===== src/acrd_pkg.sv =====
// Constants, field layout and types for the audio clock rate detector.
package acrd_pkg;

  // Register word addresses on the control register port.
  localparam logic [7:0]  ADDR_CLK_DIV   = 8'h03;
  localparam logic [7:0]  ADDR_OSR_A     = 8'h28;
  localparam logic [7:0]  ADDR_OSR_B     = 8'h29;
  localparam logic [7:0]  ADDR_DET_CTRL  = 8'h40;

  // Values after reset.
  localparam logic [15:0] CLK_DIV_RST    = 16'h0000;
  localparam logic [15:0] OSR_RST        = 16'h0000;
  localparam logic [15:0] DET_CTRL_RST   = 16'h0000;

  // Field positions in clock_divider_control.
  localparam int          MULT_LSB       = 0;  // Two bits: x1, x2, x4, x8.
  localparam int          PREDIV_LSB     = 2;  // Two bits: /1, /2, /3.
  localparam int          ADC_DIV_LSB    = 4;  // Three bits, divide code.
  localparam int          DAC_DIV_LSB    = 7;  // Three bits, divide code.
  // Field positions in oversampling_control_a and _b.
  localparam int          OSR_LSB        = 0;  // Two bits: 32..256.
  // Field positions in clock_detect_control.
  localparam int          OVR_BIT        = 0;
  localparam int          NZ_GATE_BIT    = 1;
  localparam int          SRATE_LSB      = 2;  // Three bits.
  localparam int          ST_MCLK_BIT    = 8;
  localparam int          ST_RATIO_BIT   = 9;
  localparam int          ST_BCLK_BIT    = 10;
  localparam int          ST_RCODE_LSB   = 11; // Two bits, ratio code.
  localparam int          ST_PWR_BIT     = 13;
  localparam logic [15:0] DET_CTRL_WMASK = 16'h001F;

  // Ratio targets and tolerance, in scaled master clock cycles.
  localparam logic [15:0] RATIO_A        = 16'h0100;
  localparam logic [15:0] RATIO_B        = 16'h0190;
  localparam logic [15:0] RATIO_C        = 16'h01F4;
  localparam logic [15:0] RATIO_TOL      = 16'h0002;

  // Bit clock and zero sample limits.
  localparam logic [7:0]  MIN_BCLK       = 8'h20;
  localparam logic [10:0] ZERO_LAST      = 11'h7FF; // 2048 zero samples.

  // Master clock release time and its cycle count at 25 MHz.
  localparam int          MCLK_RELEASE_NS = 50000;
  localparam int          CLK_PERIOD_NS   = 40;
  localparam int          MCLK_HOLD_CYC   = MCLK_RELEASE_NS / CLK_PERIOD_NS;

  // Converter divider and oversampling codes.
  localparam logic [2:0]  DIV_BY_5       = 3'h5;
  localparam logic [2:0]  OSR_100        = 3'h4;

  // Detected internal ratio.
  typedef enum logic [1:0] {
    ACRD_R_NONE = 2'b00,
    ACRD_R_256  = 2'b01,
    ACRD_R_400  = 2'b10,
    ACRD_R_500  = 2'b11
  } acrd_ratio_e;

endpackage : acrd_pkg


===== src/acrd_clock_detect.sv =====
// Audio clock detection, ratio check and converter clock selection.
// How it works
// - Override bit forces path power-up high.
// - Presence detector, dividers keep running under override.
// - Only ratios 256, 400, 500 are accepted.
// - Multiplier 1,2,4,8 scales counted master clock.
// - Ratio 256 uses programmed oversampling ratio.
// - Ratios 400, 500 force oversampling 100.
// - Ratio 500 forces divide-by-five automatically.
// - Valid after one hit, invalid after two misses.
// - Bit clock valid needs 32 cycles per frame.
// - Without override, power-up only while every condition holds.
`timescale 1ns/10ps
module acrd_clock_detect (
  input  wire logic        clk_in,
  input  wire logic        rst_b_in,
  input  wire logic        mclk_in,
  input  wire logic        bclk_in,
  input  wire logic        fs_in,
  input  wire logic        reg_wr_en_in,
  input  wire logic        reg_rd_en_in,
  input  wire logic [7:0]  reg_addr_in,
  input  wire logic [15:0] reg_wdata_in,
  input  wire logic        sample_valid_in,
  input  wire logic        sample_zero_in,
  output logic      [15:0] reg_rdata_out,
  output logic             path_power_up_out,
  output logic             master_clock_present_out,
  output logic      [1:0]  clk_mult_out,
  output logic      [1:0]  clk_pre_div_out,
  output logic      [2:0]  adc_clk_div_out,
  output logic      [2:0]  dac_clk_div_out,
  output logic      [2:0]  adc_osr_out,
  output logic      [2:0]  dac_osr_out,
  output logic      [2:0]  sample_rate_range_out
);

  // Scaled count window test: x within n1*(r-2) .. n1*(r+2).
  function automatic logic in_win(input logic [18:0] x,
                                  input logic [15:0] r,
                                  input logic [1:0]  n1);
    logic [18:0] lo;
    logic [18:0] hi;
    lo = 19'(({3'h0, r} - {3'h0, acrd_pkg::RATIO_TOL}) * {17'h0, n1});
    hi = 19'(({3'h0, r} + {3'h0, acrd_pkg::RATIO_TOL}) * {17'h0, n1});
    return (x >= lo) && (x <= hi);
  endfunction : in_win

  // Classify a frame against the three accepted ratios.
  function automatic acrd_pkg::acrd_ratio_e classify(input logic [18:0] x,
                                                     input logic [1:0]  n1);
    acrd_pkg::acrd_ratio_e c;
    c = acrd_pkg::ACRD_R_NONE;
    if (in_win(x, acrd_pkg::RATIO_A, n1)) begin
      c = acrd_pkg::ACRD_R_256;
    end else if (in_win(x, acrd_pkg::RATIO_B, n1)) begin
      c = acrd_pkg::ACRD_R_400;
    end else if (in_win(x, acrd_pkg::RATIO_C, n1)) begin
      c = acrd_pkg::ACRD_R_500;
    end
    return c;
  endfunction : classify

  logic [15:0]           clk_div_q;
  logic [15:0]           osr_a_q;
  logic [15:0]           osr_b_q;
  logic [15:0]           det_ctrl_q;
  logic [15:0]           mclk_cnt_q;
  logic [7:0]            bclk_cnt_q;
  logic                  ratio_valid_q;
  logic                  miss_q;
  logic                  bclk_valid_q;
  logic                  nz_ok_q;
  logic [10:0]           zero_cnt_q;
  acrd_pkg::acrd_ratio_e ratio_q;
  logic                  mclk_rise;
  logic                  mclk_present;
  logic                  bclk_rise;
  logic                  fs_rise;

  // Each input pin is synchronised and watched for activity.
  acrd_pin_watch #(.HOLD_CYC(acrd_pkg::MCLK_HOLD_CYC)) u_mclk (
    .clk_in      (clk_in),
    .rst_b_in    (rst_b_in),
    .pin_in      (mclk_in),
    .rise_out    (mclk_rise),
    .present_out (mclk_present)
  );
  acrd_pin_watch #(.HOLD_CYC(acrd_pkg::MCLK_HOLD_CYC)) u_bclk (
    .clk_in      (clk_in),
    .rst_b_in    (rst_b_in),
    .pin_in      (bclk_in),
    .rise_out    (bclk_rise),
    .present_out ()
  );
  acrd_pin_watch #(.HOLD_CYC(acrd_pkg::MCLK_HOLD_CYC)) u_fs (
    .clk_in      (clk_in),
    .rst_b_in    (rst_b_in),
    .pin_in      (fs_in),
    .rise_out    (fs_rise),
    .present_out ()
  );

  // Field decode and the scaled frame count.
  wire  [1:0]  mult_sel = clk_div_q[acrd_pkg::MULT_LSB +: 2];
  wire  [1:0]  pre_sel  = clk_div_q[acrd_pkg::PREDIV_LSB +: 2];
  wire  [1:0]  n1       = (pre_sel == 2'h3) ? 2'h3 : 2'(pre_sel + 2'h1);
  wire  [18:0] scaled   = {3'h0, mclk_cnt_q} << mult_sel;
  wire  acrd_pkg::acrd_ratio_e hit = classify(scaled, n1);
  wire         override = det_ctrl_q[acrd_pkg::OVR_BIT];
  wire         nz_gate  = det_ctrl_q[acrd_pkg::NZ_GATE_BIT];
  wire         fixed100 = (ratio_q == acrd_pkg::ACRD_R_400) ||
                          (ratio_q == acrd_pkg::ACRD_R_500);
  wire         all_ok   = mclk_present & ratio_valid_q & bclk_valid_q &
                          (~nz_gate | nz_ok_q);
  wire  [15:0] status   = {2'h0, path_power_up_out, ratio_q, bclk_valid_q,
                           ratio_valid_q, mclk_present, 8'h00};
  wire  [15:0] rd_word  =
    (reg_addr_in == acrd_pkg::ADDR_CLK_DIV)  ? clk_div_q :
    (reg_addr_in == acrd_pkg::ADDR_OSR_A)    ? osr_a_q :
    (reg_addr_in == acrd_pkg::ADDR_OSR_B)    ? osr_b_q :
    (reg_addr_in == acrd_pkg::ADDR_DET_CTRL) ? (det_ctrl_q | status) :
    16'h0000;

  // Register writes and registered read data.
  always_ff @(posedge clk_in) begin
    if (!rst_b_in) begin
      clk_div_q     <= acrd_pkg::CLK_DIV_RST;
      osr_a_q       <= acrd_pkg::OSR_RST;
      osr_b_q       <= acrd_pkg::OSR_RST;
      det_ctrl_q    <= acrd_pkg::DET_CTRL_RST;
      reg_rdata_out <= 16'h0000;
    end else begin
      if (reg_wr_en_in && reg_addr_in == acrd_pkg::ADDR_CLK_DIV) begin
        clk_div_q <= reg_wdata_in;
      end
      if (reg_wr_en_in && reg_addr_in == acrd_pkg::ADDR_OSR_A) begin
        osr_a_q <= reg_wdata_in;
      end
      if (reg_wr_en_in && reg_addr_in == acrd_pkg::ADDR_OSR_B) begin
        osr_b_q <= reg_wdata_in;
      end
      if (reg_wr_en_in && reg_addr_in == acrd_pkg::ADDR_DET_CTRL) begin
        det_ctrl_q <= reg_wdata_in & acrd_pkg::DET_CTRL_WMASK;
      end
      if (reg_rd_en_in) begin
        reg_rdata_out <= rd_word;
      end
    end
  end

  // Per-frame counting of master and bit clock edges.
  always_ff @(posedge clk_in) begin
    if (!rst_b_in) begin
      mclk_cnt_q <= 16'h0000;
      bclk_cnt_q <= 8'h00;
    end else if (fs_rise) begin
      mclk_cnt_q <= {15'h0000, mclk_rise};
      bclk_cnt_q <= {7'h00, bclk_rise};
    end else begin
      if (mclk_rise && mclk_cnt_q != 16'hFFFF) begin
        mclk_cnt_q <= mclk_cnt_q + 16'h0001;
      end
      if (bclk_rise && bclk_cnt_q != 8'hFF) begin
        bclk_cnt_q <= bclk_cnt_q + 8'h01;
      end
    end
  end

  // Ratio and bit clock verdict at each frame sync edge.
  always_ff @(posedge clk_in) begin
    if (!rst_b_in) begin
      ratio_valid_q <= 1'b0;
      miss_q        <= 1'b0;
      ratio_q       <= acrd_pkg::ACRD_R_NONE;
      bclk_valid_q  <= 1'b0;
    end else if (!mclk_present) begin
      ratio_valid_q <= 1'b0;
      miss_q        <= 1'b0;
      ratio_q       <= acrd_pkg::ACRD_R_NONE;
    end else if (fs_rise) begin
      bclk_valid_q <= (bclk_cnt_q >= acrd_pkg::MIN_BCLK);
      if (hit != acrd_pkg::ACRD_R_NONE) begin
        ratio_valid_q <= 1'b1; // One good frame suffices.
        miss_q        <= 1'b0;
        ratio_q       <= hit;
      end else if (miss_q) begin
        ratio_valid_q <= 1'b0; // Second bad frame in a row.
        ratio_q       <= acrd_pkg::ACRD_R_NONE;
      end else begin
        miss_q <= 1'b1;
      end
    end
  end

  // Non-zero sample tracking; a non-zero sample wins over the count.
  always_ff @(posedge clk_in) begin
    if (!rst_b_in) begin
      nz_ok_q    <= 1'b0;
      zero_cnt_q <= 11'h000;
    end else if (sample_valid_in) begin
      if (!sample_zero_in) begin
        nz_ok_q    <= 1'b1;
        zero_cnt_q <= 11'h000;
      end else if (zero_cnt_q == acrd_pkg::ZERO_LAST) begin
        nz_ok_q <= 1'b0;
      end else begin
        zero_cnt_q <= zero_cnt_q + 11'h001;
      end
    end
  end

  // Output stage: power-up gate and converter clock selection.
  always_ff @(posedge clk_in) begin
    if (!rst_b_in) begin
      path_power_up_out        <= 1'b0;
      master_clock_present_out <= 1'b0;
      clk_mult_out             <= 2'h0;
      clk_pre_div_out          <= 2'h0;
      adc_clk_div_out          <= 3'h0;
      dac_clk_div_out          <= 3'h0;
      adc_osr_out              <= 3'h0;
      dac_osr_out              <= 3'h0;
      sample_rate_range_out    <= 3'h0;
    end else begin
      path_power_up_out        <= override | all_ok;
      master_clock_present_out <= mclk_present;
      clk_mult_out             <= mult_sel;
      clk_pre_div_out          <= pre_sel;
      sample_rate_range_out    <= det_ctrl_q[acrd_pkg::SRATE_LSB +: 3];
      if (ratio_q == acrd_pkg::ACRD_R_500) begin
        adc_clk_div_out <= acrd_pkg::DIV_BY_5;
        dac_clk_div_out <= acrd_pkg::DIV_BY_5;
      end else begin
        adc_clk_div_out <= clk_div_q[acrd_pkg::ADC_DIV_LSB +: 3];
        dac_clk_div_out <= clk_div_q[acrd_pkg::DAC_DIV_LSB +: 3];
      end
      if (fixed100) begin
        adc_osr_out <= acrd_pkg::OSR_100;
        dac_osr_out <= acrd_pkg::OSR_100;
      end else begin
        adc_osr_out <= {1'b0, osr_a_q[acrd_pkg::OSR_LSB +: 2]};
        dac_osr_out <= {1'b0, osr_b_q[acrd_pkg::OSR_LSB +: 2]};
      end
    end
  end
endmodule : acrd_clock_detect


===== src/acrd_pin_watch.sv =====
// Pin synchroniser with rising edge pulse and activity watchdog.
`timescale 1ns/10ps
module acrd_pin_watch #(
  parameter int HOLD_CYC = 1250
) (
  input  wire logic clk_in,
  input  wire logic rst_b_in,
  input  wire logic pin_in,
  output logic      rise_out,
  output logic      present_out
);

  logic        s1_q;
  logic        s2_q;
  logic        s3_q;
  logic [15:0] idle_q;
  logic        rise_d;

  // A rise is seen only on the second and third stages.
  assign rise_d = s2_q & ~s3_q;

  // Two stage synchroniser, edge stage and idle timer.
  always_ff @(posedge clk_in) begin
    if (!rst_b_in) begin
      s1_q        <= 1'b0;
      s2_q        <= 1'b0;
      s3_q        <= 1'b0;
      idle_q      <= 16'h0000;
      rise_out    <= 1'b0;
      present_out <= 1'b0;
    end else begin
      s1_q     <= pin_in;
      s2_q     <= s1_q;
      s3_q     <= s2_q;
      rise_out <= rise_d;
      if (rise_d) begin
        idle_q      <= 16'h0000;
        present_out <= 1'b1;
      end else if (idle_q >= 16'(HOLD_CYC - 1)) begin
        present_out <= 1'b0; // No edge for the release time.
      end else begin
        idle_q <= idle_q + 16'h0001;
      end
    end
  end

endmodule : acrd_pin_watch


===== config.mk =====
export PLATFORM = sky130hd
export DESIGN_NAME = acrd_clock_detect
export DESIGN_NICKNAME = d
export VERILOG_FILES = /design/src/acrd_pkg.sv /design/src/acrd_clock_detect.sv /design/src/acrd_pin_watch.sv
export SDC_FILE = /design/constraint.sdc
export NUM_CORES = 1
export LEC_CHECK = 0
export CORE_MARGIN = 2
export CORE_UTILIZATION = 45
export DETAILED_ROUTE_END_ITERATION = 6
export DONT_BUFFER_PORTS = 1
export HOLD_SLACK_MARGIN = 0.05
export PLACE_DENSITY = 0.67
export SLEW_MARGIN = 20
export SYNTH_ARGS = -nofsm -noshare
export SYNTH_HDL_FRONTEND = slang
export SYNTH_HIERARCHICAL = 1
export SYNTH_SLANG_ARGS = --single-unit
export TNS_END_PERCENT = 50

===== constraint.sdc =====
create_clock -name clk_in -period 6.6 [get_ports clk_in]
set_input_delay 0.99 -clock clk_in [delete_from_list [all_inputs] [get_ports clk_in]]
set_output_delay 0.99 -clock clk_in [all_outputs]
set_load 0.01 [all_outputs]

Word-level counts from Yosys, hierarchy flattened. Index checks and enable logic that the tools add are counted.

Add/sub/neg operators: 5. Multipliers: 6. Magnitude comparators: 8. Eq/ne operators: 12. Shift-type cells: 1. Multiplexer cells: 27. Bitwise operators: 14. Reduce and logical (&&, ||, !) cells: 24.

Operators with widths (count): $le 19x11->1 (3); $mul 8x2->10 const A (5); $mux 16 (3); $ge 19x11->1 (2); $add 16x1->16 const B (2); $mux 11 (2); $ge 19x10->1 (1); $shl 16x2->19 (1); $eq 8x6->1 const B (2); $ge 16x11->1 const B (1); $ne 16x16->1 const B (1); $mux 14 (1); $or 5x14->14 (1); $mux 2 (6); $mux 3 (4); $add 11x1->11 const B (1); $eq 11x11->1 const B (1); $mux 1 (11); $reduce_and 2->1 (5); $reduce_bool 2->1 (5); $logic_and 1x1->1 (9); $mul 7x2->9 const A (1); $add 8x1->8 const B (1); $eq 8x2->1 const B (1); 12 further kinds (27).

Register bits after elaboration: 160. Input port bits: 33. Logic and storage cells: 139.

Longest topological paths before layout.
Depth in word-level cells: 11. Mapped depth: 12. Depth with buffers taken out: 12.

Hierarchy. Netlist, hierarchy kept.

Modules (own cells, without submodules): acrd_clock_detect (times used 1, cells each 779, area each 6448.7 um2, seq. area each 2602.5 um2); acrd_pin_watch (times used 3, cells each 97, area each 925.9 um2, seq. area each 420.4 um2).

Worst setup path before layout. OpenSTA, ideal clock, no wires.

Path kind: register to register. From: register clk_div_q[0]. To: register ratio_q[1]. Library setup time: 0.123 ns. Data arrival time: 3.132 ns. Data required time: 6.477 ns. Slack: 3.345 ns. Stages on the path, launching flop included: 12. Period minus slack after synthesis: 3.255 ns. Cells stage by stage: dfxtp_1 -> buf_6 -> clkbuf_1 -> mux4_2 -> ha_1 -> nor2_1 -> or4b_2 -> a2111oi_0 -> o21a_1 -> o22ai_1 -> a41oi_1 -> o21ai_1.

Word-level cells in the longest chain between the ends: 9.

RTL lines: start, declared (RTL line acrd_clock_detect.sv:64) `logic [15:0] clk_div_q;`; start signal, assigned (RTL line acrd_clock_detect.sv:128) `clk_div_q <= acrd_pkg::CLK_DIV_RST;`; start signal, assigned (RTL line acrd_clock_detect.sv:135) `clk_div_q <= reg_wdata_in;`; $shl 16x2->19 (*) (RTL line acrd_clock_detect.sv:108) `wire [18:0] scaled = {3'h0, mclk_cnt_q} << mult_sel;`; $ge 19x11->1 / $le 19x11->1 (equally long branches) (RTL line acrd_clock_detect.sv:46) `return (x >= lo) && (x <= hi);`; $logic_and 1x1->1 (RTL line acrd_clock_detect.sv:46); $mux 2 (RTL line acrd_clock_detect.sv:58) `end else if (in_win(x, acrd_pkg::RATIO_C, n1)) begin`; $mux 2 (RTL line acrd_clock_detect.sv:56) `end else if (in_win(x, acrd_pkg::RATIO_B, n1)) begin`; $mux 2 (*) (RTL line acrd_clock_detect.sv:54) `if (in_win(x, acrd_pkg::RATIO_A, n1)) begin`; $reduce_bool 2->1 (RTL line acrd_clock_detect.sv:183) `if (hit != acrd_pkg::ACRD_R_NONE) begin`; $reduce_bool 2->1 (no line); $reduce_and 2->1 (no line); end signal, assigned (RTL line acrd_clock_detect.sv:180) `ratio_q <= acrd_pkg::ACRD_R_NONE;`; end signal, assigned (RTL line acrd_clock_detect.sv:186) `ratio_q <= hit;`; end signal, assigned (RTL line acrd_clock_detect.sv:189) `ratio_q <= acrd_pkg::ACRD_R_NONE;`; end, declared (RTL line acrd_clock_detect.sv:75) `acrd_pkg::acrd_ratio_e ratio_q;`.

Mark *: on every way between the ends. The rest lies on a longest branch, timed or not. A chain may end at the register's enable or synchronous reset.

Worst setup path after layout.
From: register clk_div_q[1]. To: register ratio_q[1].

The elaborated chain is that of the path after synthesis.

==> impl_metrics.ini <==
[routing]
ant_nets = 0
drtPass1Iterations = 4
avgViaCountPerCell = 5.671
avgRoutedWirePerCell_um = 16.57
vias = 6215
routed_wirelength_mm = 18.16
drt_iter0_drc = 476
drcViolationCount = 0

[setup_path]
crit_path_end_kind = register
r2r_start = clk_div_q[1]
crit_start = clk_div_q[1]
crit_required_ns = 6.91
path_class = register to register
crit_top_cell = a21oi_1
crit_arrival_ns = 4.04
crit_family = compound AO/OA/AOI/OAI gates
cp_slowest_cell = dfxtp_1
max_stage_delay_ns = 0.86
worst-path-buf-inv = 1
path_cells = inv_1 > a21oi_1 > a21oi_1 > ha_1 > nor2b_1 > or4b_2 > a2111oi_0 > o21a_1 > o22ai_1 > a41oi_1 > o21ai_1
worstPathMaxFanout = 23
start_kind = register

[pwr]
seq_power_share = 0.486
p_leak_nw = 2.950
power_switching_uw = 428.5
internal_power_mw = 1.599
power_density_mw_per_mm2 = 245.1
p_total_mw = 2.027
combPwrFrac = 0.020
clockPowerShare = 0.494
swShare = 0.2114
irDropWorstVdd_mv = 0.1785

[min_path]
hold_path_class = register to register
hp-start = u_mclk/s1_q

[clock_tree]
cts_buffer_depth = 2
htree_num_levels = 4
root_buffer = clkbuf_16
ctsHoldBuffers = 0
ctsResizeCount = 0
clk_pin_slew_ns = 0.06
clk_latency_ns = 0.43
tritoncts = yes
cts_setup_buffers = 0
numCtsBuffers = 17
cts.sink_count = 159

[synth]
avgSynthCellArea_um2 = 8.498
syn_area_mm2 = 0.007597
syn_inst = 894
yosysWarningCount = 6
synth_nets = 962

[die]
initial_core_util = 0.4598
die_w_um = 133.9
coreArea_mm2 = 0.01652
die-area_mm2 = 0.01794
die_y_um = 133.9
io_pins = 70
rows = 47

[global_route]
grt_pass1_vias = 5761
grt_max_degree = 75
grt_pass1_wl_mm = 29.79
grt_antenna_before_repair = 0
gr-usage-all-layers = 0.2075
gr-total-overflow = 0

[layout]
final_cell_count_no_fill = 1096
drive_above_1_share = 0.05479
antenna_cells = 0
stdcell_area_mm2 = 0.008272
layout_common_cells = dfxtp_1, nand2_1, nor2_1
nFillCells = 1589
final_common_cell = dfxtp_1
syn_to_final_growth_pct = 8.877
nets = 933

[timing]
fin_crit_ns = 3.729
finalSetupViolCount = 0
hold_ws_ns = 0.4353
relSlewSlack = 0.4433
skew_ns = 0.01182
worst-slew-pin-transition_ns = 0.8351
tns_ns = 0
fmax_ghz = 0.2681
finalHoldViolCount = 0
fin_crit_sh = 0.5651
rsz0062_at_grt = false
slew_violations = 0

[placement]
place_inst = 1066
hpwlAfterDp_mm = 12.12
dpl_cell_area_mm2 = 0.007677
gp_congestion = 0.9038
portBuffers = 0

[flow_run]
maxCapViolCount = 0

[outcome]
outcome = completed
-- routing by layer --
| metal | part of all wire | track usage | up-vias | routed length, um |
|---|---|---|---|---|
| met5 | 0 | 0 | - | 0 |
| met4 | 0.020 | 0.07683 | 0 | 362 |
| met3 | 0.051 | 0.05140 | 26 | 935 |
| met2 | 0.46 | 0.3271 | 124 | 8357 |
| met1 | 0.47 | 0.2761 | 2978 | 8502 |
| li1 | - | - | 3087 | - |
-- stage by stage --
step           worst slack (ns)  utilization
2_1_floorplan             3.345            -
3_3_place_gp              2.913       0.4646
3_5_place_dp              2.914       0.4646
4_1_cts                   2.852       0.5006
5_1_grt                   2.551       0.5006
6_report                  2.871       0.5006
-- worst register-to-register path: cells and delay by family, from the launching register on --
family	cells	cell delay [ns]
and+or+nand+nor	2	0.77
DFF	1	0.86
adders and majority gates	1	0.30
buffers and inverters	1	0.26
AOI/OAI and AO/OA	7	1.43
-- worst paths after layout --
kind,to,slack (ns),depth (start not counted)
max,ratio_q[1],2.87,11
min,u_mclk/s2_q,0.44,1
max reg2reg,ratio_q[1],2.87,11
min reg2reg,u_mclk/s2_q,0.44,1
-- sequential cells by signal, summed over array words and instances, names as in the netlist, 2 cells and up --
register	count
adc_clk_div_out	3
adc_osr_out	3
bclk_cnt_q	8
clk_div_q	16
clk_mult_out	2
clk_pre_div_out	2
dac_clk_div_out	3
dac_osr_out	2
det_ctrl_q	5
mclk_cnt_q	16
osr_a_q	16
osr_b_q	16
ratio_q	2
reg_rdata_out	16
sample_rate_range_out	3
u_mclk/idle_q	16
zero_cnt_q	11
-- power by group through the flow --
| stage | Combinational [mW] | Sequential (mW) | Clock (mW) |
|---|---|---|---|
| 3_5_place_dp | 0.0416 | 1.01 | 0 |
| 5_1_grt | 0.0472 | 0.986 | 1.06 |
| 6_report | 0.0413 | 0.985 | 1.00 |
| 4_1_cts | 0.0417 | 0.985 | 1.02 |
| 3_3_place_gp | 0.0409 | 1.01 | 0 |
| 2_1_floorplan | 0.0416 | 1.00 | 0 |
-- area by class of cell --
cell class | instances | area (um^2) | share of cell area
sequential | 159 | 3183 | 0.3848
tap | 220 | 275.3 | 0.03328
inverter | 23 | 86.33 | 0.01044
timing repair buffer | 3 | 22.52 | 0.002723
multi-input combinational | 661 | 4110 | 0.4969
clock inverter | 9 | 133.9 | 0.01619
clock buffer | 21 | 460.4 | 0.05566
Note: power is estimated with default switching activity, not from simulation.
